==> src/stepper_pkg.sv <==
// Shared constants and types for the stepper indexer and fault control
`default_nettype none
package stepper_pkg;
  localparam int CLK_HZ = 20_000_000;
  localparam int OC_QUAL_NS = 3000;
  localparam int OC_QUAL_CYC = (OC_QUAL_NS * (CLK_HZ / 1_000_000) + 999) / 1000;
  localparam int IDX_W = 7;
  localparam int FET_N = 8;
  localparam int PCT_W = 8;
  localparam int PIN_N = 17;
  localparam logic [PIN_N-1:0] PIN_RST = 17'h0000c;
  localparam logic [IDX_W-1:0] IDX_HOME = 7'h00;
  localparam logic [4:0] FULL_OFS = 5'h10;
  localparam logic [3:0] ADDR_STATUS = 4'h0;
  localparam logic [3:0] ADDR_MASK = 4'h4;
  localparam logic [3:0] ADDR_STATE = 4'h8;
  localparam int EV_N = 4;
  localparam int EV_OC = 0;
  localparam int EV_HOT = 1;
  localparam int EV_LOW = 2;
  localparam int EV_DROP = 3;
  localparam logic [EV_N-1:0] STATUS_RST = 4'h0;
  localparam logic [EV_N-1:0] MASK_RST = 4'h0;
  localparam logic [2:0] MODE_FULL = 3'h0;
  localparam logic [2:0] MODE_HALF = 3'h1;
  localparam logic [2:0] MODE_4 = 3'h2;
  localparam logic [2:0] MODE_8 = 3'h3;
  localparam logic [2:0] MODE_16 = 3'h4;
  typedef enum logic [2:0] {ST_LOCKOUT, ST_SLEEP, ST_CLEAR, ST_TRIPPED, ST_RUN} drv_state_e;
endpackage
`default_nettype wire

==> src/stepper_indexer_fault_control.sv <==
// Indexer, enable, sleep and protection control for a bipolar stepper driver
// Summary of operation
// - Clear held low resets logic, homes the table index, disables both bridges.
// - Advance pulses are ignored while clear is held low.
// - Enable low: bridges on, each rising advance edge moves the indexer.
// - Enable high: bridges off, outputs high impedance, advance ignored.
// - Sleep request low: bridges, charge pump, aux regulator and clocks all stop.
// - In sleep step, clear, enable and limit inputs are ignored until the request returns high.
// - Per-FET limit held past qualification time: FETs off, fault driven low.
// - After overcurrent trip stay off until clear or supply cycle.
// - High-side and low-side limits trip alike, independent of chopping sense.
// - Die over about 150 C: FETs off and fault driven low.
// - Thermal trip clears by itself when the die cools.
// - Supply below lockout threshold resets and disables all but the clocks; resumes above it.
// - Each index maps to a signed winding current pair.
//
// The register offsets and the plain strobed port were chosen for this implementation.
`default_nettype none
module stepper_indexer_fault_control #(
  parameter int OC_CYC = stepper_pkg::OC_QUAL_CYC
) (
  input wire logic core_clk,
  input wire logic rst,
  input wire logic step_in,
  input wire logic chip_clear_n,
  input wire logic output_enable_bar,
  input wire logic low_power_request_n,
  input wire logic [2:0] step_mode,
  input wire logic [stepper_pkg::FET_N-1:0] fet_limit,
  input wire logic die_hot,
  input wire logic supply_low,
  input wire logic [3:0] reg_addr,
  input wire logic [31:0] reg_wr_data,
  input wire logic reg_wr,
  input wire logic reg_rd,
  output logic [31:0] reg_rd_data,
  output logic irq,
  output logic bridge_a_en,
  output logic bridge_b_en,
  output logic outputs_hiz,
  output logic charge_pump_run,
  output logic aux_regulator_en,
  output logic clocks_run,
  output logic signed [stepper_pkg::PCT_W-1:0] current_a,
  output logic signed [stepper_pkg::PCT_W-1:0] current_b,
  output logic [stepper_pkg::IDX_W-1:0] table_index,
  output logic error_flag_out_n_o,
  output logic error_flag_out_n_oe_n
);
  import stepper_pkg::*;

  localparam int CW = $clog2(OC_CYC + 1);

  if (OC_CYC < 1)
  begin : g_bad_cyc
    $error("OC_CYC must be at least one cycle");
  end

  logic [PIN_N-1:0] pins_s;
  logic step_s, clear_n_s, oe_bar_s, sleep_n_s, hot_s, low_s;
  logic [FET_N-1:0] lim_s;
  logic [2:0] mode_s;
  drv_state_e state, next_state;
  logic step_q, step_rise, step_take, step_drop;
  logic [IDX_W-1:0] next_index;
  logic [FET_N-1:0] oc_hit;
  logic oc_tripped, oc_q, hot_q, low_q, fault;
  logic [EV_N-1:0] status, mask, ev_set;

  pin_sync #(.W(PIN_N), .RST_VAL(PIN_RST)) u_sync (
    .core_clk(core_clk),
    .rst(rst),
    .d({step_mode, fet_limit, supply_low, die_hot, low_power_request_n,
        output_enable_bar, chip_clear_n, step_in}),
    .q(pins_s)
  );

  assign {mode_s, lim_s, low_s, hot_s, sleep_n_s, oe_bar_s, clear_n_s, step_s} = pins_s;

  // Lockout wins over sleep since the supply is gone; sleep then masks clear
  always_comb
  begin
    if (low_s)
      next_state = ST_LOCKOUT;
    else if (!sleep_n_s)
      next_state = ST_SLEEP;
    else if (!clear_n_s)
      next_state = ST_CLEAR;
    else if (oc_tripped)
      next_state = ST_TRIPPED;
    else
      next_state = ST_RUN;
  end

  always_ff @(posedge core_clk or posedge rst)
  begin
    if (rst)
      state <= ST_CLEAR;
    else
      state <= next_state;
  end

  // Edge history always tracks the pin so waking never fakes an edge
  always_ff @(posedge core_clk or posedge rst)
  begin
    if (rst)
      step_q <= 1'b0;
    else
      step_q <= step_s;
  end

  assign step_rise = step_s & ~step_q;
  assign step_take = step_rise && state == ST_RUN && !oe_bar_s;
  assign step_drop = step_rise && !step_take && state != ST_SLEEP && state != ST_LOCKOUT;

  always_comb
  begin
    unique case (mode_s)
      MODE_FULL: next_index = {table_index[6:5] + {1'b0, table_index[4]}, FULL_OFS};
      MODE_HALF: next_index = table_index + 7'd16;
      MODE_4: next_index = table_index + 7'd8;
      MODE_8: next_index = table_index + 7'd4;
      MODE_16: next_index = table_index + 7'd2;
      default: next_index = table_index + 7'd1;
    endcase
  end

  always_ff @(posedge core_clk or posedge rst)
  begin
    if (rst)
      table_index <= IDX_HOME;
    else if (state == ST_CLEAR || state == ST_LOCKOUT)
      table_index <= IDX_HOME;
    else if (step_take)
      table_index <= next_index;
  end

  current_table u_table (
    .core_clk(core_clk),
    .rst(rst),
    .idx(table_index),
    .cur_a(current_a),
    .cur_b(current_b)
  );

  // One qualification timer per FET; it holds in sleep and clears in other states outside run
  for (genvar i = 0; i < FET_N; i++)
  begin : g_oc
    logic [CW-1:0] cnt;
    always_ff @(posedge core_clk or posedge rst)
    begin
      if (rst)
        cnt <= '0;
      else if (state == ST_SLEEP)
        cnt <= cnt;
      else if (state != ST_RUN || !lim_s[i])
        cnt <= '0;
      else if (cnt != CW'(OC_CYC))
        cnt <= cnt + 1'b1;
    end
    assign oc_hit[i] = cnt == CW'(OC_CYC);
  end

  always_ff @(posedge core_clk or posedge rst)
  begin
    if (rst)
      oc_tripped <= 1'b0;
    else if (state == ST_CLEAR || state == ST_LOCKOUT)
      oc_tripped <= 1'b0;
    else if (state == ST_RUN && |oc_hit)
      oc_tripped <= 1'b1;
  end

  always_ff @(posedge core_clk or posedge rst)
  begin
    if (rst)
    begin
      bridge_a_en <= 1'b0;
      bridge_b_en <= 1'b0;
      outputs_hiz <= 1'b1;
    end
    else
    begin
      bridge_a_en <= state == ST_RUN && !oe_bar_s && !hot_s;
      bridge_b_en <= state == ST_RUN && !oe_bar_s && !hot_s;
      outputs_hiz <= !(state == ST_RUN && !oe_bar_s && !hot_s);
    end
  end

  always_ff @(posedge core_clk or posedge rst)
  begin
    if (rst)
    begin
      charge_pump_run <= 1'b0;
      aux_regulator_en <= 1'b0;
      clocks_run <= 1'b0;
    end
    else
    begin
      charge_pump_run <= state != ST_SLEEP && state != ST_LOCKOUT;
      aux_regulator_en <= state != ST_SLEEP && state != ST_LOCKOUT;
      clocks_run <= state != ST_SLEEP;
    end
  end

  // Fault output is frozen in sleep and released under lockout
  always_ff @(posedge core_clk or posedge rst)
  begin
    if (rst)
      fault <= 1'b0;
    else if (state == ST_LOCKOUT)
      fault <= 1'b0;
    else if (state != ST_SLEEP)
      fault <= oc_tripped || hot_s;
  end

  assign error_flag_out_n_o = 1'b0;
  assign error_flag_out_n_oe_n = !fault;

  always_ff @(posedge core_clk or posedge rst)
  begin
    if (rst)
    begin
      oc_q <= 1'b0;
      hot_q <= 1'b0;
      low_q <= 1'b0;
    end
    else
    begin
      oc_q <= oc_tripped;
      hot_q <= hot_s;
      low_q <= low_s;
    end
  end

  always_comb
  begin
    ev_set = '0;
    ev_set[EV_OC] = oc_tripped && !oc_q;
    ev_set[EV_HOT] = hot_s && !hot_q;
    ev_set[EV_LOW] = low_s && !low_q;
    ev_set[EV_DROP] = step_drop;
  end

  // Read clears, but an event in the same cycle survives
  always_ff @(posedge core_clk or posedge rst)
  begin
    if (rst)
      status <= STATUS_RST;
    else if (reg_rd && reg_addr == ADDR_STATUS)
      status <= ev_set;
    else
      status <= status | ev_set;
  end

  always_ff @(posedge core_clk or posedge rst)
  begin
    if (rst)
      mask <= MASK_RST;
    else if (reg_wr && reg_addr == ADDR_MASK)
      mask <= reg_wr_data[EV_N-1:0];
  end

  assign irq = |(status & mask);

  always_ff @(posedge core_clk or posedge rst)
  begin
    if (rst)
      reg_rd_data <= '0;
    else if (!reg_rd)
      reg_rd_data <= '0;
    else if (reg_addr == ADDR_STATUS)
      reg_rd_data <= {28'h0, status};
    else if (reg_addr == ADDR_MASK)
      reg_rd_data <= {28'h0, mask};
    else if (reg_addr == ADDR_STATE)
      reg_rd_data <= {14'h0, mode_s, fault, oc_tripped, hot_s, low_s, state, 1'b0, table_index};
    else
      reg_rd_data <= '0;
  end
endmodule
`default_nettype wire

==> src/pin_sync.sv <==
// Two-stage synchroniser for a group of pin inputs
`default_nettype none
module pin_sync #(
  parameter int W = 1,
  parameter logic [W-1:0] RST_VAL = '0
) (
  input wire logic core_clk,
  input wire logic rst,
  input wire logic [W-1:0] d,
  output logic [W-1:0] q
);
  logic [W-1:0] meta;
  always_ff @(posedge core_clk or posedge rst)
  begin
    if (rst)
    begin
      meta <= RST_VAL;
      q <= RST_VAL;
    end
    else
    begin
      meta <= d;
      q <= meta;
    end
  end
endmodule
`default_nettype wire

==> src/current_table.sv <==
// Winding current lookup, registered output, signed percent of full scale
`default_nettype none
module current_table (
  input wire logic core_clk,
  input wire logic rst,
  input wire logic [stepper_pkg::IDX_W-1:0] idx,
  output logic signed [stepper_pkg::PCT_W-1:0] cur_a,
  output logic signed [stepper_pkg::PCT_W-1:0] cur_b
);
  import stepper_pkg::*;

  // Quarter wave, 33 points from 0 to 90 degrees
  function automatic logic [PCT_W-1:0] quarter(input logic [5:0] r);
    logic [PCT_W-1:0] v;
    v = 8'h64;
    unique case (r)
      6'h00: v = 8'h00;
      6'h01: v = 8'h05;
      6'h02: v = 8'h0a;
      6'h03: v = 8'h0f;
      6'h04: v = 8'h14;
      6'h05: v = 8'h18;
      6'h06: v = 8'h1d;
      6'h07: v = 8'h22;
      6'h08: v = 8'h26;
      6'h09: v = 8'h2b;
      6'h0a: v = 8'h2f;
      6'h0b: v = 8'h33;
      6'h0c: v = 8'h38;
      6'h0d: v = 8'h3c;
      6'h0e: v = 8'h3f;
      6'h0f: v = 8'h43;
      6'h10: v = 8'h47;
      6'h11: v = 8'h4a;
      6'h12: v = 8'h4d;
      6'h13: v = 8'h50;
      6'h14: v = 8'h53;
      6'h15: v = 8'h56;
      6'h16: v = 8'h58;
      6'h17: v = 8'h5a;
      6'h18: v = 8'h5c;
      6'h19: v = 8'h5e;
      6'h1a: v = 8'h60;
      6'h1b: v = 8'h61;
      6'h1c: v = 8'h62;
      6'h1d: v = 8'h63;
      default: v = 8'h64;
    endcase
    return v;
  endfunction

  function automatic logic signed [PCT_W-1:0] wave(input logic [IDX_W-1:0] k);
    logic [PCT_W-1:0] m;
    m = k[5] ? quarter(6'd32 - {1'b0, k[4:0]}) : quarter({1'b0, k[4:0]});
    return k[6] ? -$signed(m) : $signed(m);
  endfunction

  always_ff @(posedge core_clk or posedge rst)
  begin
    if (rst)
    begin
      cur_a <= 8'sh64;
      cur_b <= 8'sh00;
    end
    else
    begin
      cur_a <= wave(idx + 7'h20);
      cur_b <= wave(idx);
    end
  end
endmodule
`default_nettype wire

==> config.mk <==
export PLATFORM = sky130hd
export DESIGN_NAME = stepper_indexer_fault_control
export DESIGN_NICKNAME = d
export VERILOG_FILES = /design/src/stepper_pkg.sv /design/src/stepper_indexer_fault_control.sv /design/src/pin_sync.sv /design/src/current_table.sv
export SDC_FILE = /design/constraint.sdc
export NUM_CORES = 1
export LEC_CHECK = 0
export ABC_AREA = 1
export BUFFER_PORTS_ARGS = -buffer_cell sky130_fd_sc_hd__buf_2
export CORE_ASPECT_RATIO = 1.25
export CORE_UTILIZATION = 30
export CTS_CLUSTER_DIAMETER = 200
export DETAILED_ROUTE_END_ITERATION = 12
export PLACE_DENSITY_LB_ADDON = 0.12
export SETUP_SLACK_MARGIN = 0.15
export SYNTH_ARGS = -nofsm -noshare
export SYNTH_HDL_FRONTEND = slang
export SYNTH_SLANG_ARGS = --single-unit
==> constraint.sdc <==
create_clock -name core_clk -period 7.65 [get_ports core_clk]
set_input_delay 1.9125 -clock core_clk [delete_from_list [all_inputs] [get_ports core_clk]]
set_output_delay 1.9125 -clock core_clk [all_outputs]
set_load 0.005 [all_outputs]
### After elaboration in Yosys (flattened, before gate mapping)

Memory sizes are Yosys's and may differ from the RTL's.
Index checks and enable logic that the tools add are counted.

| word-level totals | value |
|---|---|
| bits in writable memories | 0 |
| flip-flop bits (word level) | 158 |
| output and inout bits | 64 |
| bits in read-only memories | 896 |
| latch bits | 0 |
| memories kept | 4 |
| logic and storage cells | 185 |

Memories:

| memory | words | bits a word | rd ports | clocked after memory_dff | wr ports | RTL line | text |
|---|---|---|---|---|---|---|---|
| (name not given) | 32 | 7 | 1 | 0 | 0 | current_table.sv:16 | `unique case (r)` |
| (name not given) | 32 | 7 | 1 | 0 | 0 | current_table.sv:16 |  |
| (name not given) | 32 | 7 | 1 | 0 | 0 | current_table.sv:16 |  |
| (name not given) | 32 | 7 | 1 | 0 | 0 | current_table.sv:16 |  |

| operators by class | value |
|---|---|
| magnitude comparators | 0 |
| bitwise logic cells | 5 |
| muxes and demuxes | 38 |
| reductions and logical operators | 65 |
| shifts and indexed selects | 0 |
| equal/unequal tests | 27 |
| add/subtract/negate cells | 19 |
| div/mod/pow operators | 0 |
| multipliers | 0 |

Operator list:

| operator | number |
|---|---|
| 2-to-1 mux 6 bit | 16 |
| 2-to-1 mux 18 bit | 4 |
| adder 6 x 1 -> 6 bit, second input constant | 8 |
| == test 6 bit, second input constant | 8 |
| 2-to-1 mux 8 bit | 6 |
| inequality test 6 bit, second input constant | 8 |
| one-hot mux 7 bit (5 select lines) | 1 |
| nonzero test 2 bit | 11 |
| zero test 1 bit | 16 |
| negation 8 bit | 2 |
| AND reduction 2 bit | 8 |
| logical AND 1 bit | 14 |
| 2-to-1 mux 7 bit | 2 |
| 2-to-1 mux 3 bit | 4 |
| subtractor 6 x 5 -> 6 bit, first input constant | 2 |
| logical OR 1 bit | 10 |
| == test 3 x 2 -> 1 bit, second input constant | 3 |
| OR reduction 8 bit | 1 |
| adder 7 x 1 -> 7 bit, second input constant | 1 |
| adder 7 x 2 -> 7 bit, second input constant | 1 |
| adder 7 x 3 -> 7 bit, second input constant | 1 |
| adder 7 x 4 -> 7 bit, second input constant | 1 |
| adder 7 x 5 -> 7 bit, second input constant | 1 |
| adder 7 x 6 -> 7 bit, second input constant | 1 |
| 17 further kinds | 24 |

### Depth between registers and ports, before layout

Gate-level depths: netlist (run 1).

| logic depth | value |
|---|---|
| depth in word-level cells | 10 |
| depth in mapped cells | 22 |

### By module

Synthesis (run 1) repeated with hierarchy kept, for this count alone.

| unflattened totals | value |
|---|---|
| cells, all modules | 1019 |
| area total of the unflattened synthesis | 7973.9 sq um |

Modules (own cells, without submodules):

| module | times used | seq. area each (sq um) | area an instance (sq um) | cells an instance |
|---|---|---|---|---|
| stepper_indexer_fault_control | 1 | 2329.7 | 5298.8 | 669 |
| current_table | 1 | 404.1 | 1815.5 | 315 |
| pin_sync | 1 | 855.8 | 859.6 | 35 |

### Worst setup path after synthesis (run 1)

Ideal clock, no wire load.

| timing path | value |
|---|---|
| path type | input-to-reg |
| start | input port reg_addr[1] |
| end | register mask[0] |
| setup slack | 4693 ps |
| arrival time | 2832 ps |
| stages on the path | 5 |
| buffers on the path | 0 |
| path through | nor2_1 inv_1 nor3_1 nand2_1 mux2_2 |

| on the way | value |
|---|---|
| word-level cells in the longest chain between the ends | 2 |

Ends and longest elaborated chain:

| element | RTL line | text |
|---|---|---|
| from (decl) | stepper_indexer_fault_control.sv:32 | `input wire logic [3:0] reg_addr,` |
| == test 4 x 3 -> 1 bit | stepper_indexer_fault_control.sv:260 | `else if (reg_wr && reg_addr == ADDR_MASK)` |
| logical AND 1 bit | stepper_indexer_fault_control.sv:260 |  |
| to (signal assigned) | stepper_indexer_fault_control.sv:261 | `mask <= reg_wr_data[EV_N-1:0];` |
| to (decl) | stepper_indexer_fault_control.sv:68 | `logic [EV_N-1:0] status, mask, ev_set;` |

Every way passes these cells.
A chain may end at the register's enable or synchronous reset.

### Final worst setup path (run 1)

| timing path | value |
|---|---|
| start | register table_index[2] (netlist name) |
| end | output port table_index[2] (netlist name) |

RTL lines:

| element | RTL line | text |
|---|---|---|
| from (decl) | stepper_indexer_fault_control.sv:46 | `output logic [stepper_pkg::IDX_W-1:0] table_index,` |
| from (signal assigned) | stepper_indexer_fault_control.sv:135 | `table_index <= next_index;` |

No word-level cell between the ends.

==> summary.md, run 1 <==
For this design the top-level I/O count stands at 121. Dividing the synthesized area by the synthesized cell count gives 8.18 um^2. The run gives 0 as the count of warnings emitted by yosys.

Measured against its own limit, the worst slew margin works out to 33.1%. The clock transition at the registers of the reported paths works out to 0.06 ns. The antenna cell count is 0. The number of pins with negative max-slew slack in the final report was 0. The signal on the critical path passes through buf_2. Of the synthesized area, sequential elements account for 47.7%. Entering global routing, the biggest net connects 73 pins. The initialized floorplan defines 64 standard-cell rows.

Prevailing post-synth register cell: sky130_fd_sc_hd__dfrtp_1. The top cell type's share of synthesized area came out at 44.6%. For the pin with the worst max-slew slack, the measured transition is 0.998 ns. The number of setup buffers added after CTS is 0. The library cells used most frequently in the layout, excluding fill and tap cells, are 201 x sky130_fd_sc_hd__nand2_1, 134 x sky130_fd_sc_hd__inv_1, 134 x sky130_fd_sc_hd__dfrtp_1.

Between clock sinks in the finished design, the worst skew comes to 0.00904 ns. The violation count after the first detailed-route iteration came out at 346. The chip height is 179 um, and the initial cell density of the core is 30.6%. In the finished design, the share of the clock period the worst path needs comes to 44.8%. The post-route netlist has 14.8% of its cells at a drive strength greater than 1. The critical path capture point type is an output pin. The data required time of the worst path was 5.74 ns; the max-cap check violation count was 0. For this design the ratio of total power to cell area is 217 nW/um^2.

The tools report the placeable core region as 24600 um^2. For the count of H-tree levels built during CTS, the log shows 4. Setup total negative slack on the finished layout was measured at 0 ns. Detailed placement finished with a half-perimeter wire length of 12900 um.

For the worst supply voltage drop on vdd, the log shows 0.000155 V. The initial antenna violation count was 0; the DRC violations left was 0. The first-pass GRT wire length came out at 30100 um.

Setup repair after global routing left no endpoint under its margin. The library cell contributing the largest single delay on the critical path was sky130_fd_sc_hd__dfrtp_1. The later pin in the worst-skew pair is clocked with a latency of 0.42 ns.

Library cell occupying the most area in the post-synthesis netlist: sky130_fd_sc_hd__dfrtp_1. The synthesized design contains 143 register bits. For this design, the CTS-stage hold fixing added 0 buffers. In the global route stage, overall resource usage came out at 15.4%. The total congestion overflow was 0.

The run gives 920 as the count of mapped cells out of synthesis. After detailed routing, the average wire length per cell comes to 13.4 um. For the clock buffer count from CTS, the log shows 17. The run gives 25700 um^2 as the die outline area. The worst-case clock buffer depth was 2. At the worst endpoint, the arrival time is 1.52 ns. For this run, the post-layout net count is 1096.

The leakage power is 4.44 nW, and the count of different cell masters after synthesis is 45. Gates resized during post-CTS repair numbered 0. Leaving out fill and tap cells, the most frequent cell in the layout is sky130_fd_sc_hd__nand2_1.

The tools report the count of final hold-check violations as 0. The average via count per standard cell works out to 4.52. The worst path buffer plus inverter count came out at 1. Counting the fill cells in the layout gives 2587. The count of nets left with antenna violations once routing finished came out at 0. The first TritonRoute pass finished after 5 iterations. The run gives 5983 as the via count of the first global-routing pass. The tree is rooted in a sky130_fd_sc_hd__clkbuf_16. The run finished with clean final reports.

For the final hold slack, the log shows 0.345 ns. STA classifies the critical path startpoint as a register. The worst setup path is of the reg -> out kind. Share of flip-flops with an asynchronous set or reset: 100%. TritonCTS built the clock tree.

The area taken by multi-input logic gates came out at 3240 um^2. Setup violations remaining at the end of the flow were counted as 0. The routed layout has 6075 vias. In this run, synthesis inferred 0 flip-flops with an integrated enable.

Counting I/O delays and the setup requirement, the final critical path takes 3.43 ns. The area added between synthesis and finish works out to 17.5%. The maximum clock frequency came out at 292 MHz. By area the synthesized netlist is led by sky130_fd_sc_hd__dfrtp_1 45%, sky130_fd_sc_hd__nand2_1 10%, sky130_fd_sc_hd__inv_1 6.7%, sky130_fd_sc_hd__ha_1 6.5%, sky130_fd_sc_hd__nand3_1 5.3%. The die is 144 um wide. The tree built by TritonCTS fans out to 143 sinks.

For this block, the routed nets add up to 18000 um of wire. The cell family contributing the most delay on the critical path is flip-flops. Of all nets on the critical path, the largest fanout is 22. Maximum single-stage delay on the critical path: 0.86 ns. The worst hold path class is reg -> reg. Buffers placed on the I/O ports in this run total 76.

The area taken by flip-flops and latches is 3590 um^2, and the summed instance area of the synthesized netlist is 7530 um^2. The routability congestion estimate came out at 0.818.
[area by class of cell]
cell class,instances,area share (%)
Clock buffer,20,5.16
Sequential cell,143,40.6
Inverter,141,6.04
Tap cell,330,4.67
Multi-Input combinational cell,618,36.6
Timing Repair Buffer,79,4.56
Clock inverter,12,2.32
[report_power, final]
part	switching [W]	internal [W]
sequential	0.0000206	0.000790
combinational	0.000122	0.0000583
clock	0.000326	0.000600
[per-stage QoR]
step / util, % / instances / power, W / instance area (um^2) / setup slack (ns)
after global placement: 33.3 / 1311 / 0.00101 / 8180 / 4.07
after CTS: 36.0 / 1343 / 0.00195 / 8840 / 4.17
after global routing: 36.0 / 1343 / 0.00202 / 8840 / 3.99
after detailed placement: 33.3 / 1311 / 0.00101 / 8180 / 4.06
after floorplan: - / 935 / 0.000952 / 7580 / 1.91
final: 36.0 / 1343 / 0.00192 / 8840 / 4.22
[state kept, by name, summed over array words and instances, names as in the netlist]
signal and count:
g_oc.cnt 48, reg_rd_data 17, u_sync.meta 17, u_sync.q 17, u_table.cur_a 8, u_table.cur_b 8
table_index 7, mask 4, status 4, state 3, aux_regulator_en 1, bridge_b_en 1
clocks_run 1, fault 1, hot_q 1, low_q 1, oc_q 1, oc_tripped 1
outputs_hiz 1, step_q 1
[synthesized netlist by cell type (all sizes together) (3+ instances only)]
master	instances
clkbuf	4
dfrtp	134
buf	29
o31ai	3
a21oi	31
o21ai	77
nand3	82
nor2	73
mux2	4
and3	3
inv	140
nor3	24
nand2	210
o221a	3
dfstp	9
ha	39
xor2	6
a31oi	14
nand4	13
o211ai	5
[path summary, 6_finish.rpt]
path                                     start          endpoint  slack, ns  cells after the start
min in group asynchronous                  rst  u_table.cur_b[3]       1.60                      2
worst min register to register  u_sync.meta[0]       u_sync.q[0]       0.34                      0
worst max register to register  table_index[2]  u_table.cur_b[4]       4.36                     18
max in group asynchronous                  rst    g_oc[6].cnt[3]       4.65                      3
worst max-delay path            table_index[2]    table_index[2]       4.22                      1
worst min-delay path            u_sync.meta[0]       u_sync.q[0]       0.34                      0
[routing by layer]
| layer | vias to the layer above | track usage (%) | wire [um] |
|---|---|---|---|
| li1 | 3110 | - | - |
| met1 | 2834 | 18.4 | 7990 |
| met2 | 107 | 26.7 | 9060 |
| met3 | 24 | 2.91 | 502 |
| met4 | 0 | 7.14 | 416 |
| met5 | - | 0 | 0 |
[kinds of logic (layout without fill, tap and decap cells)]
family          count (synthesis)  count (layout)  share of synthesized area, %
simple gates                  412             412                          23.9
buf+inv                       174             252                          9.99
flops                         143             143                          47.7
compound gates                139             139                          10.4
fa+ha+maj                      39              39                          6.48
xor+xnor                        8               8                         0.931
mux                             4               4                         0.598
other cells                     1              16                        0.0498
No activity file was read; power rests on OpenSTA's default activity.
==> run 2: changes to the inputs <==
--- a/config.mk
+++ b/config.mk
@@ -5,7 +5,7 @@
 export SDC_FILE = /design/constraint.sdc
 export NUM_CORES = 1
 export LEC_CHECK = 0
-export ABC_AREA = 1
+export ABC_AREA = 0
 export BUFFER_PORTS_ARGS = -buffer_cell sky130_fd_sc_hd__buf_2
 export CORE_ASPECT_RATIO = 1.25
 export CORE_UTILIZATION = 30
==> constraint.sdc (replaced) <==
create_clock -name core_clk -period 3.45 [get_ports core_clk]
set_input_delay 0.8625 -clock core_clk [delete_from_list [all_inputs] [get_ports core_clk]]
set_output_delay 0.8625 -clock core_clk [all_outputs]
set_load 0.005 [all_outputs]
==> run 2 against run 1 <==
Against the previous run:
- clock skew shrank 0.00075 ns
- sequential power rose by 120%
- cell count fell by 12%
- critical path depth grew 12
- worst hold slack improved by 0.0040 ns
- sequential cell count unchanged
- clock power is 99% higher
- synthesized cell count fell by 18%
- global-route usage down 0.63 points
==> summary.md, run 2 <==
The number of enable-type register cells in the synthesized netlist was 0 (unchanged). The initial antenna violation count is 0 (unchanged), and the remaining max-slew budget at the tightest pin is 48.8% (was 33.1%). Flip-flop and latch count after synthesis: 143 (unchanged). Setup repair after global routing left no endpoint under its margin.

The clock buffer count from CTS is 17 (unchanged). The switching power as a share of total power was 24.2% (was 24.4%). The standard-cell row count was 64 (unchanged).

The tools report the startpoint class of the critical path as a register (unchanged). The via total after detailed routing is 5646 (was 6075), and the part of the total power dissipated in sequential elements is 46.5% (was 42.3%). The tools report the max-cap check violation count as 0 (unchanged).

The logs give 76 (was 45) for the count of different cell masters after synthesis and 0.00829 ns (was 0.00904 ns) for the final clock skew. The top cell type's share of synthesized area came out at 44.4% (was 44.6%). The measured slew at the worst slew-check pin is 0.767 ns (was 0.998 ns). The tools report the pin count of the biggest net entering global routing as 44 (was 73). The time the final worst path needs with I/O delays and setup is 3.02 ns. The start point of the critical path was table_index[0] (was table_index[2]). The run gives 8330 um^2 (was 8180 um^2) as the cell area after placement. The clock transition at the registers of the reported paths was 0.06 ns (about the same); the worst setup slack for register-to-register paths was 0.43 ns (was 4.36 ns).

The count of H-tree levels built during CTS came out at 4 (unchanged). The summed instance area of the synthesized netlist is 7550 um^2 (was 7530 um^2), and the number of buffers inserted to repair setup after CTS is 0 (unchanged). The power per unit of standard cell area is 427 nW/um^2 (was 217 nW/um^2), and the critical path arrival is 3.31 ns (was 1.52 ns). The cell internal power dissipation was 0.00289 W (was 0.00145 W); the met1 track demand over resource in global routing was 18.8% (was 18.4%). The post-CTS resize count came out at 0 (unchanged). Routability congestion estimate: 0.797 (was 0.818). The prevailing post-synth register cell was sky130_fd_sc_hd__dfrtp_1 (unchanged). The run gives 13100 um (was 12900 um) as the total half-perimeter wirelength after legalization and detailed placement.

Busiest metal layer after global routing: met2 (unchanged). The area added between synthesis and finish was 18.1% (was 17.5%); the DRC violations left was 0 (unchanged). The share of layout cells above drive strength 1 works out to 19.3% (was 14.8%). Commonest cells in the netlist: 134 x sky130_fd_sc_hd__dfrtp_1, 70 x sky130_fd_sc_hd__nor2_1, 59 x sky130_fd_sc_hd__nand2_1 (was 201 x sky130_fd_sc_hd__nand2_1, 135 x sky130_fd_sc_hd__inv_1, 134 x sky130_fd_sc_hd__dfrtp_1).

The port buffer count was 76 (unchanged); the antenna cell count was 0 (unchanged). CTS root buffer: sky130_fd_sc_hd__clkbuf_16 (unchanged). The final-stage net count was 938 (was 1096). The most common cell after layout, fill and taps aside is sky130_fd_sc_hd__dfrtp_1 (was sky130_fd_sc_hd__nand2_1). The first-pass GRT wire length is 30100 um (about the same). The share of flip-flops with an asynchronous set or reset works out to 100% (unchanged). The number of pins with negative max-slew slack in the final report is 0 (unchanged).

Critical setup path kind: reg -> reg (was reg -> out). The share of the cycle needed by the critical path after routing was 87.6%. The chip height was 179 um (about the same).

The initial cell density of the core is 30.7% (was 30.6%), and the switching power total is 0.000921 W (was 0.000469 W). The run gives 0.442 ns (was 4.06 ns) as the setup slack after placement. The tools report the critical path capture point type as a register (was an output pin).

The per-cell routed wire length came out at 15.1 um (was 13.4 um). The count of mapped cells out of synthesis was 759 (was 920). The largest register by flop count is g_oc.cnt (unchanged).

The run gives 48.3% (about the same) as the part of the power in the clock network. The area taken by multi-input logic gates was 3560 um^2 (was 3240 um^2). The library cell occupying the most area in the post-synthesis netlist is sky130_fd_sc_hd__dfrtp_1 (unchanged). The run gives 2.58% (was 2.91%) as the global routing met3 resource utilization. The origin of the critical flop-to-flop path was table_index[0] (was table_index[2]). The total congestion overflow was 0 (unchanged).

The average instance area after synthesis was 9.95 um^2 (was 8.18 um^2). The logs give 5639 (was 5983) for the via count of the first global-routing pass and 0 (unchanged) for the number of routed nets with antenna violations. For the final hold slack, the log shows 0.348 ns (was 0.345 ns). The met2 routing resource usage after global routing is 25.5% (was 26.7%). The leakage power is 4.00 nW (was 4.44 nW).

The I/O pin count was 121 (unchanged); the number of fillers in the final layout was 2495 (was 2587). The count of warnings emitted by yosys was 0 (unchanged). Commonest cells after routing, fill and taps aside: 134 x sky130_fd_sc_hd__dfrtp_1, 76 x sky130_fd_sc_hd__buf_2, 70 x sky130_fd_sc_hd__nor2_1 (was 201 x sky130_fd_sc_hd__nand2_1, 134 x sky130_fd_sc_hd__inv_1, 134 x sky130_fd_sc_hd__dfrtp_1).

The library cell with the highest instance count after synthesis was sky130_fd_sc_hd__dfrtp_1 (was sky130_fd_sc_hd__nand2_1). The setup slack of the critical path after layout was 0.426 ns (was 4.22 ns). The post-route cell area was 8920 um^2 (was 8840 um^2); the count of final hold-check violations was 0 (unchanged).

The worst supply voltage drop on vdd is 0.000332 V (was 0.000155 V), and the maximum clock frequency is 331 MHz. The run gives 5.2% (was 9.4%) as the combinational power share. The worst-case clock buffer depth came out at 2 (unchanged). The later-pin clock latency in the skew report came out at 0.41 ns (was 0.42 ns).

The width of the chip is 144 um (about the same), and the area taken by flip-flops and latches is 3590 um^2 (unchanged). The global router's overall resource usage came out at 14.8% (was 15.4%). The tools report the beginning of the worst hold path as u_sync.meta[4] (was u_sync.meta[0]). The placeable core region is 24600 um^2 (unchanged). Most area-consuming cells after synthesis: sky130_fd_sc_hd__dfrtp_1 44%, sky130_fd_sc_hd__ha_1 6.5%, sky130_fd_sc_hd__nor2_1 3.5%, sky130_fd_sc_hd__xor2_1 3.5%, sky130_fd_sc_hd__dfstp_2 3.1% (was sky130_fd_sc_hd__dfrtp_1 45%, sky130_fd_sc_hd__nand2_1 10%, sky130_fd_sc_hd__inv_1 6.7%, sky130_fd_sc_hd__ha_1 6.5%, sky130_fd_sc_hd__nand3_1 5.3%). The sequential fraction of the synthesis area is 47.5% (was 47.7%), and the average via count per standard cell is 4.76 (was 4.52). The total wire length after detailed routing was 17900 um (was 18000 um); the number of iterations in the first detailed-routing pass was 4 (was 5).

The worst-path maximum fanout works out to 11 (was 22). The worst hold path class is reg -> reg (unchanged). The depth of the worst register-to-register path works out to 13 (was 18). TritonCTS built the clock tree.

The total power after layout is 0.00381 W (was 0.00192 W), and the final-layout setup total negative slack is 0 ns (unchanged). The flip-flop count of the largest register after layout works out to 48 (unchanged). The violation count after the first detailed-route iteration was 280 (was 346). Hold-fix buffer count after cts: 0 (unchanged).

The worst flop-to-flop path endpoint was u_table.cur_b[4] (unchanged). Capturing instance or port of the critical path: u_table.cur_b[4] (was table_index[2]). The logs give 0 (unchanged) for the setup-violating endpoint count in the final report and 3.74 ns (was 5.74 ns) for the data required time of the worst path. The flow ran to the end, and the final reports show no timing, DRC or antenna violations.

The die outline area is 25800 um^2 (was 25700 um^2), and the CTS sink count is 143 (unchanged).
-- run 2: final cells by class --
class                      instances  area share [%]
tap                              330            4.63
multi-input combinational        534            39.9
sequential                       143            40.2
clock inverter                    11            1.30
timing repair buffer              98            6.53
clock buffer                      21            5.38
inverter                          48            2.06
-- run 2: power groups by stage --
| stage | logic [W] | registers [W] | clock network, W |
|---|---|---|---|
| after floorplan | 0.000144 | 0.00178 | 0 |
| after CTS | 0.000205 | 0.00177 | 0.00190 |
| final | 0.000198 | 0.00177 | 0.00184 |
| after global routing | 0.000230 | 0.00178 | 0.00197 |
| after detailed placement | 0.000204 | 0.00180 | 0 |
| after global placement | 0.000203 | 0.00180 | 0 |
-- run 2: worst min-delay path by stage --
stage	slack (ns)	cells past startpoint	to
after floorplan	0.33	0	u_sync.q[0]
after global placement	0.33	0	u_sync.q[12]
after detailed placement	0.33	0	u_sync.q[0]
after CTS	0.35	0	u_sync.q[0]
after global routing	0.35	0	u_sync.q[7]
final	0.35	0	u_sync.q[4]
-- run 2: critical path, stage by stage, from the launching register on --
cell and delay [ns]:
sky130_fd_sc_hd__dfrtp_1 0.37, sky130_fd_sc_hd__inv_1 0.07, sky130_fd_sc_hd__ha_1 0.46, sky130_fd_sc_hd__xor2_4 0.27
sky130_fd_sc_hd__buf_4 0.23, sky130_fd_sc_hd__nor3_1 0.06, sky130_fd_sc_hd__a211o_1 0.28, sky130_fd_sc_hd__a221oi_1 0.31
sky130_fd_sc_hd__buf_4 0.19, sky130_fd_sc_hd__o31ai_2 0.09, sky130_fd_sc_hd__ha_1 0.22, sky130_fd_sc_hd__nand2_1 0.08
sky130_fd_sc_hd__o21ai_0 0.09, sky130_fd_sc_hd__xnor2_1 0.16
-- run 2: stage by stage --
step / utilization [%] / cells
floorplan: - / 774
global placement: 33.9 / 1153
detailed placement: 33.9 / 1153
CTS: 36.3 / 1185
global route: 36.3 / 1185
finish: 36.3 / 1185
-- run 2: cell families after synthesis --
group,share of synthesized area [%]
other,0.0496
XOR/XNOR,7.06
buffers and inverters,6.20
multiplexers,2.90
AND/OR/NAND/NOR,16.3
adder cells (fa/ha/maj),6.73
AO/OA/AOI/OAI,13.3
flip-flops,47.5
-- run 2: routing by layer --
layer / vias to the layer above / wire (um)
li1: 2782 / -
met1: 2732 / 7970
met2: 122 / 9020
met3: 10 / 745
met4: 0 / 173
met5: - / 0
==> run 3: changes to the inputs <==
--- a/config.mk
+++ b/config.mk
@@ -15,4 +15,5 @@
 export SETUP_SLACK_MARGIN = 0.15
 export SYNTH_ARGS = -nofsm -noshare
 export SYNTH_HDL_FRONTEND = slang
+export SYNTH_HIERARCHICAL = 1
 export SYNTH_SLANG_ARGS = --single-unit
==> run 3 against run 2 <==
Against the previous run:
- clock skew barely moved
- sequential power hardly changed
- area after synthesis rose by 8.5%
- maximum frequency fell by 3.5%
- utilization down 0.42 points
- largest power group unchanged
==> summary.md, run 3 <==
The flow ran to the end, and the final reports show no timing, DRC or antenna violations. For the routability congestion estimate, the log shows 0.838 (was 0.797). The tools report the I/O pin count as 121 (unchanged). The startpoint class of the critical path was a register (unchanged). The share of flip-flops with an asynchronous set or reset is 100% (unchanged). The core occupancy in the finished layout was 35.9% (was 36.3%). Commonest cells after routing, fill and taps aside: 131 x sky130_fd_sc_hd__dfrtp_1, 76 x sky130_fd_sc_hd__buf_2, 71 x sky130_fd_sc_hd__nor2_1 (was 134 x sky130_fd_sc_hd__dfrtp_1, 76 x sky130_fd_sc_hd__buf_2, 70 x sky130_fd_sc_hd__nor2_1). The run gives 26.3% (was 25.5%) as the met2 routing resource usage after global routing. The final-stage net count is 1020 (was 938), and the clock transition at the registers of the reported paths is 0.06 ns (about the same). Part of the total power dissipated in sequential elements: 45.9% (was 46.5%). The measured slew at the worst slew-check pin is 0.801 ns (was 0.767 ns), and the summed instance area of the synthesized netlist is 8190 um^2 (was 7550 um^2).

Setup repair after global routing left no endpoint under its margin. The run gives 319 MHz (was 331 MHz) as the maximum clock frequency. The remaining max-slew budget at the tightest pin is 46.1% (was 48.8%). The antenna cell count is 0 (unchanged), and the worst supply voltage drop on vdd is 0.000427 V (was 0.000332 V). The global routing met3 resource utilization was 2.86% (was 2.58%). For the critical path arrival, the log shows 3.47 ns (was 3.31 ns). For the number of iterations in the first detailed-routing pass, the log shows 5 (was 4). The count of final hold-check violations is 0 (unchanged), and the count of warnings emitted by yosys is 6 (was 0). The tools report the number of routed nets with antenna violations as 0 (unchanged). The logs give 3590 um^2 (about the same) for the area taken by flip-flops and latches and 0.345 ns (was 0.348 ns) for the final hold slack.

The tools report the final clock skew as 0.00815 ns (was 0.00829 ns). The tools report the critical path capture point type as a register (unchanged). The flip-flop and latch count after synthesis is 143 (unchanged), and the worst-path maximum fanout is 10 (was 11). The share of layout cells above drive strength 1 was 20.5% (was 19.3%); the CTS sink count was 143 (unchanged). The cell internal power dissipation is 0.00295 W (was 0.00289 W). The flip-flop count of the largest register after layout is 48 (unchanged), and the worst setup slack for register-to-register paths is 0.32 ns (was 0.43 ns). The number of pins with negative max-slew slack in the final report came out at 0 (unchanged).

The post-route cell area was 9630 um^2 (was 8920 um^2); the switching power as a share of total power was 23.5% (was 24.2%). Final-layout setup total negative slack: 0 ns (unchanged). For the total wire length after detailed routing, the log shows 20400 um (was 17900 um). The critical setup path kind was reg -> reg (unchanged).

The initial cell density of the core is 30.5% (was 30.7%). The tools report the total half-perimeter wirelength after legalization and detailed placement as 14900 um (was 13100 um). Commonest cells in the netlist: 134 x sky130_fd_sc_hd__dfrtp_1, 71 x sky130_fd_sc_hd__nor2_1, 65 x sky130_fd_sc_hd__nand2_1 (was 134 x sky130_fd_sc_hd__dfrtp_1, 70 x sky130_fd_sc_hd__nor2_1, 59 x sky130_fd_sc_hd__nand2_1).

The part of the power in the clock network was 48.3% (about the same). The top cell type's share of synthesized area was 40.9% (was 44.4%). The worst flop-to-flop path endpoint was u_table/cur_b[4] (was u_table.cur_b[4]). The logs give 0.316 ns (was 0.426 ns) for the setup slack of the critical path after layout and 0 (unchanged) for the hold-fix buffer count after cts. The worst hold path class is reg -> reg (unchanged). For the max-cap check violation count, the log shows 0 (unchanged). The run gives 0 (unchanged) as the total congestion overflow.

The number of fillers in the final layout was 2775 (was 2495); the per-cell routed wire length was 15.9 um (was 15.1 um). The first-pass GRT wire length was 34200 um (was 30100 um). The tools report the start point of the critical path as table_index[1] (was table_index[0]). The average instance area after synthesis is 9.77 um^2 (was 9.95 um^2), and the worst-case clock buffer depth is 2 (unchanged).

The area added between synthesis and finish was 17.5% (was 18.1%). The width of the chip works out to 150 um (was 144 um). The violation count after the first detailed-route iteration was 280 (unchanged). The busiest metal layer after global routing is met2 (unchanged). TritonCTS built the clock tree. The tools report the capturing instance or port of the critical path as u_table/cur_b[4] (was u_table.cur_b[4]). The run gives 0.000909 W (was 0.000921 W) as the switching power total. Share of the cycle needed by the critical path after routing: 90.8% (was 87.6%). The clock buffer count from CTS was 17 (unchanged); the via count of the first global-routing pass was 6349 (was 5639). The logs give 67 (was 64) for the standard-cell row count and 4.27 nW (was 4.00 nW) for the leakage power.

For the via total after detailed routing, the log shows 6307 (was 5646). Prevailing post-synth register cell: sky130_fd_sc_hd__dfrtp_1 (unchanged). The die outline area was 28000 um^2 (was 25800 um^2); the cell area after placement was 9010 um^2 (was 8330 um^2). For the met1 track demand over resource in global routing, the log shows 19.3% (was 18.8%). The library cell with the highest instance count after synthesis is sky130_fd_sc_hd__dfrtp_1 (unchanged).

The run gives 43.8% (was 47.5%) as the sequential fraction of the synthesis area. The run gives 4 (unchanged) as the count of H-tree levels built during CTS. The depth of the worst register-to-register path was 13 (unchanged). The origin of the critical flop-to-flop path was table_index[1] (was table_index[0]). The area taken by multi-input logic gates was 4180 um^2 (was 3560 um^2).

The global router's overall resource usage is 15.7% (was 14.8%). Setup-violating endpoint count in the final report: 0 (unchanged). The number of enable-type register cells in the synthesized netlist is 0 (unchanged), and the port buffer count is 76 (unchanged). The library cell occupying the most area in the post-synthesis netlist was sky130_fd_sc_hd__dfrtp_1 (unchanged). Chip height: 187 um (was 179 um). For the data required time of the worst path, the log shows 3.79 ns (was 3.74 ns). The CTS root buffer is sky130_fd_sc_hd__clkbuf_16 (unchanged). Most common cell after layout, fill and taps aside: sky130_fd_sc_hd__dfrtp_1 (unchanged).

The time the final worst path needs with I/O delays and setup is 3.13 ns (was 3.02 ns), and the setup slack after placement is 0.0855 ns (was 0.442 ns). The DRC violations left was 0 (unchanged). The largest register by flop count was g_oc.cnt (unchanged). The tools report the initial antenna violation count as 0 (unchanged). The combinational power share was 5.8% (was 5.2%); the count of different cell masters after synthesis was 86 (was 76).

The average via count per standard cell was 4.90 (was 4.76); the count of mapped cells out of synthesis was 839 (was 759). For the later-pin clock latency in the skew report, the log shows 0.43 ns (was 0.41 ns). Most area-consuming cells after synthesis: sky130_fd_sc_hd__dfrtp_1 41%, sky130_fd_sc_hd__ha_1 5.2%, sky130_fd_sc_hd__nor2_1 3.3%, sky130_fd_sc_hd__xnor2_1 3.1%, sky130_fd_sc_hd__nand2_1 3.0% (was sky130_fd_sc_hd__dfrtp_1 44%, sky130_fd_sc_hd__ha_1 6.5%, sky130_fd_sc_hd__nor2_1 3.5%, sky130_fd_sc_hd__xor2_1 3.5%, sky130_fd_sc_hd__dfstp_2 3.1%). The tools report the pin count of the biggest net entering global routing as 50 (was 44).

Power per unit of standard cell area: 401 nW/um^2 (was 427 nW/um^2). The tools report the placeable core region as 26800 um^2 (was 24600 um^2).
run 3: changes by cell type in the layout (fill, tap and decap cells not counted), moves of 9 or more:
cell | previous run | this run
sky130_fd_sc_hd__a21oi_1 | 46 | 31
sky130_fd_sc_hd__nand4_1 | 34 | 3
sky130_fd_sc_hd__nand3_1 | 17 | 36
sky130_fd_sc_hd__and3_1 | 5 | 15
sky130_fd_sc_hd__xor2_1 | 30 | 19
sky130_fd_sc_hd__nor2b_1 | 5 | 14
sky130_fd_sc_hd__and2_1 | 7 | 17
sky130_fd_sc_hd__nand2b_1 | 2 | 18
sky130_fd_sc_hd__a21o_1 | 1 | 10
sky130_fd_sc_hd__buf_4 | 19 | 31
run 3: worst max-delay path, cell delays in order (launching register included):
cell and delay, ns:
sky130_fd_sc_hd__dfrtp_2 0.40, sky130_fd_sc_hd__inv_1 0.14, sky130_fd_sc_hd__ha_1 0.22, sky130_fd_sc_hd__nor2b_4 0.25
sky130_fd_sc_hd__buf_4 0.17, sky130_fd_sc_hd__xnor2_4 0.12, sky130_fd_sc_hd__and3_1 0.22, sky130_fd_sc_hd__o31a_1 0.33
sky130_fd_sc_hd__or2_1 0.27, sky130_fd_sc_hd__mux2i_2 0.21, sky130_fd_sc_hd__ha_1 0.23, sky130_fd_sc_hd__inv_1 0.07
sky130_fd_sc_hd__o31ai_2 0.26, sky130_fd_sc_hd__xnor2_1 0.16
run 3: final cells by class:
type                            instances  share of cell area, %
Clock inverter                         13                   1.73
Clock buffer                           19                   4.50
Inverter                               50                   1.99
Timing Repair Buffer                  108                   6.58
Multi-Input combinational cell        609                   43.4
Tap cell                              345                   4.48
Sequential cell                       143                   37.3
run 3: how the worst min path moves through the flow:
| stage | startpoint | end | slack, ns | cells after the start |
|---|---|---|---|---|
| 2_1_floorplan | u_sync/meta[0] | u_sync/q[0] | 0.33 | 0 |
| 3_3_place_gp | u_sync/meta[6] | u_sync/q[6] | 0.33 | 0 |
| 3_5_place_dp | u_sync/meta[0] | u_sync/q[0] | 0.34 | 0 |
| 4_1_cts | u_sync/meta[1] | u_sync/q[1] | 0.35 | 0 |
| 5_1_grt | u_sync/meta[0] | u_sync/q[0] | 0.35 | 0 |
| 6_report | u_sync/meta[1] | u_sync/q[1] | 0.35 | 0 |
run 3: power groups by stage:
stage / registers [W] / clock network [W] / logic [W]
after floorplan: 0.00178 / 0 / 0.000165
after global placement: 0.00180 / 0 / 0.000229
after detailed placement: 0.00180 / 0 / 0.000229
after CTS: 0.00177 / 0.00194 / 0.000230
after global routing: 0.00178 / 0.00202 / 0.000254
final: 0.00177 / 0.00187 / 0.000222
run 3: per-layer routing:
layer / wire length [um] / part of all wire (%)
met1: 8740 / 43
met2: 10500 / 51
met3: 567 / 2.8
met4: 614 / 3.0
met5: 0 / 0
run 3: cell families (layout without fill, tap and decap cells):
group / after synthesis / after routing / share of synthesized area (%)
compound gates: 190 / 190 / 16.7
xor+xnor: 51 / 51 / 6.00
fa+ha+maj: 36 / 36 / 5.47
buf+inv: 102 / 190 / 6.38
flops: 143 / 143 / 43.8
mux: 21 / 21 / 2.87
other cells: 1 / 16 / 0.0458
simple gates: 295 / 295 / 18.8
run 3: metrics by stage:
stage / instances / power, W
6_report: 1287 / 0.00386
4_1_cts: 1287 / 0.00395
3_5_place_dp: 1254 / 0.00203
2_1_floorplan: 854 / 0.00195
3_3_place_gp: 1254 / 0.00203
5_1_grt: 1287 / 0.00405
run 3: repair_timing:
item                       4_1_cts  5_1_grt
setup endpoints to repair        1        2
resized for setup                2        1
pin swaps                        0        1
buffers inserted                 1        0
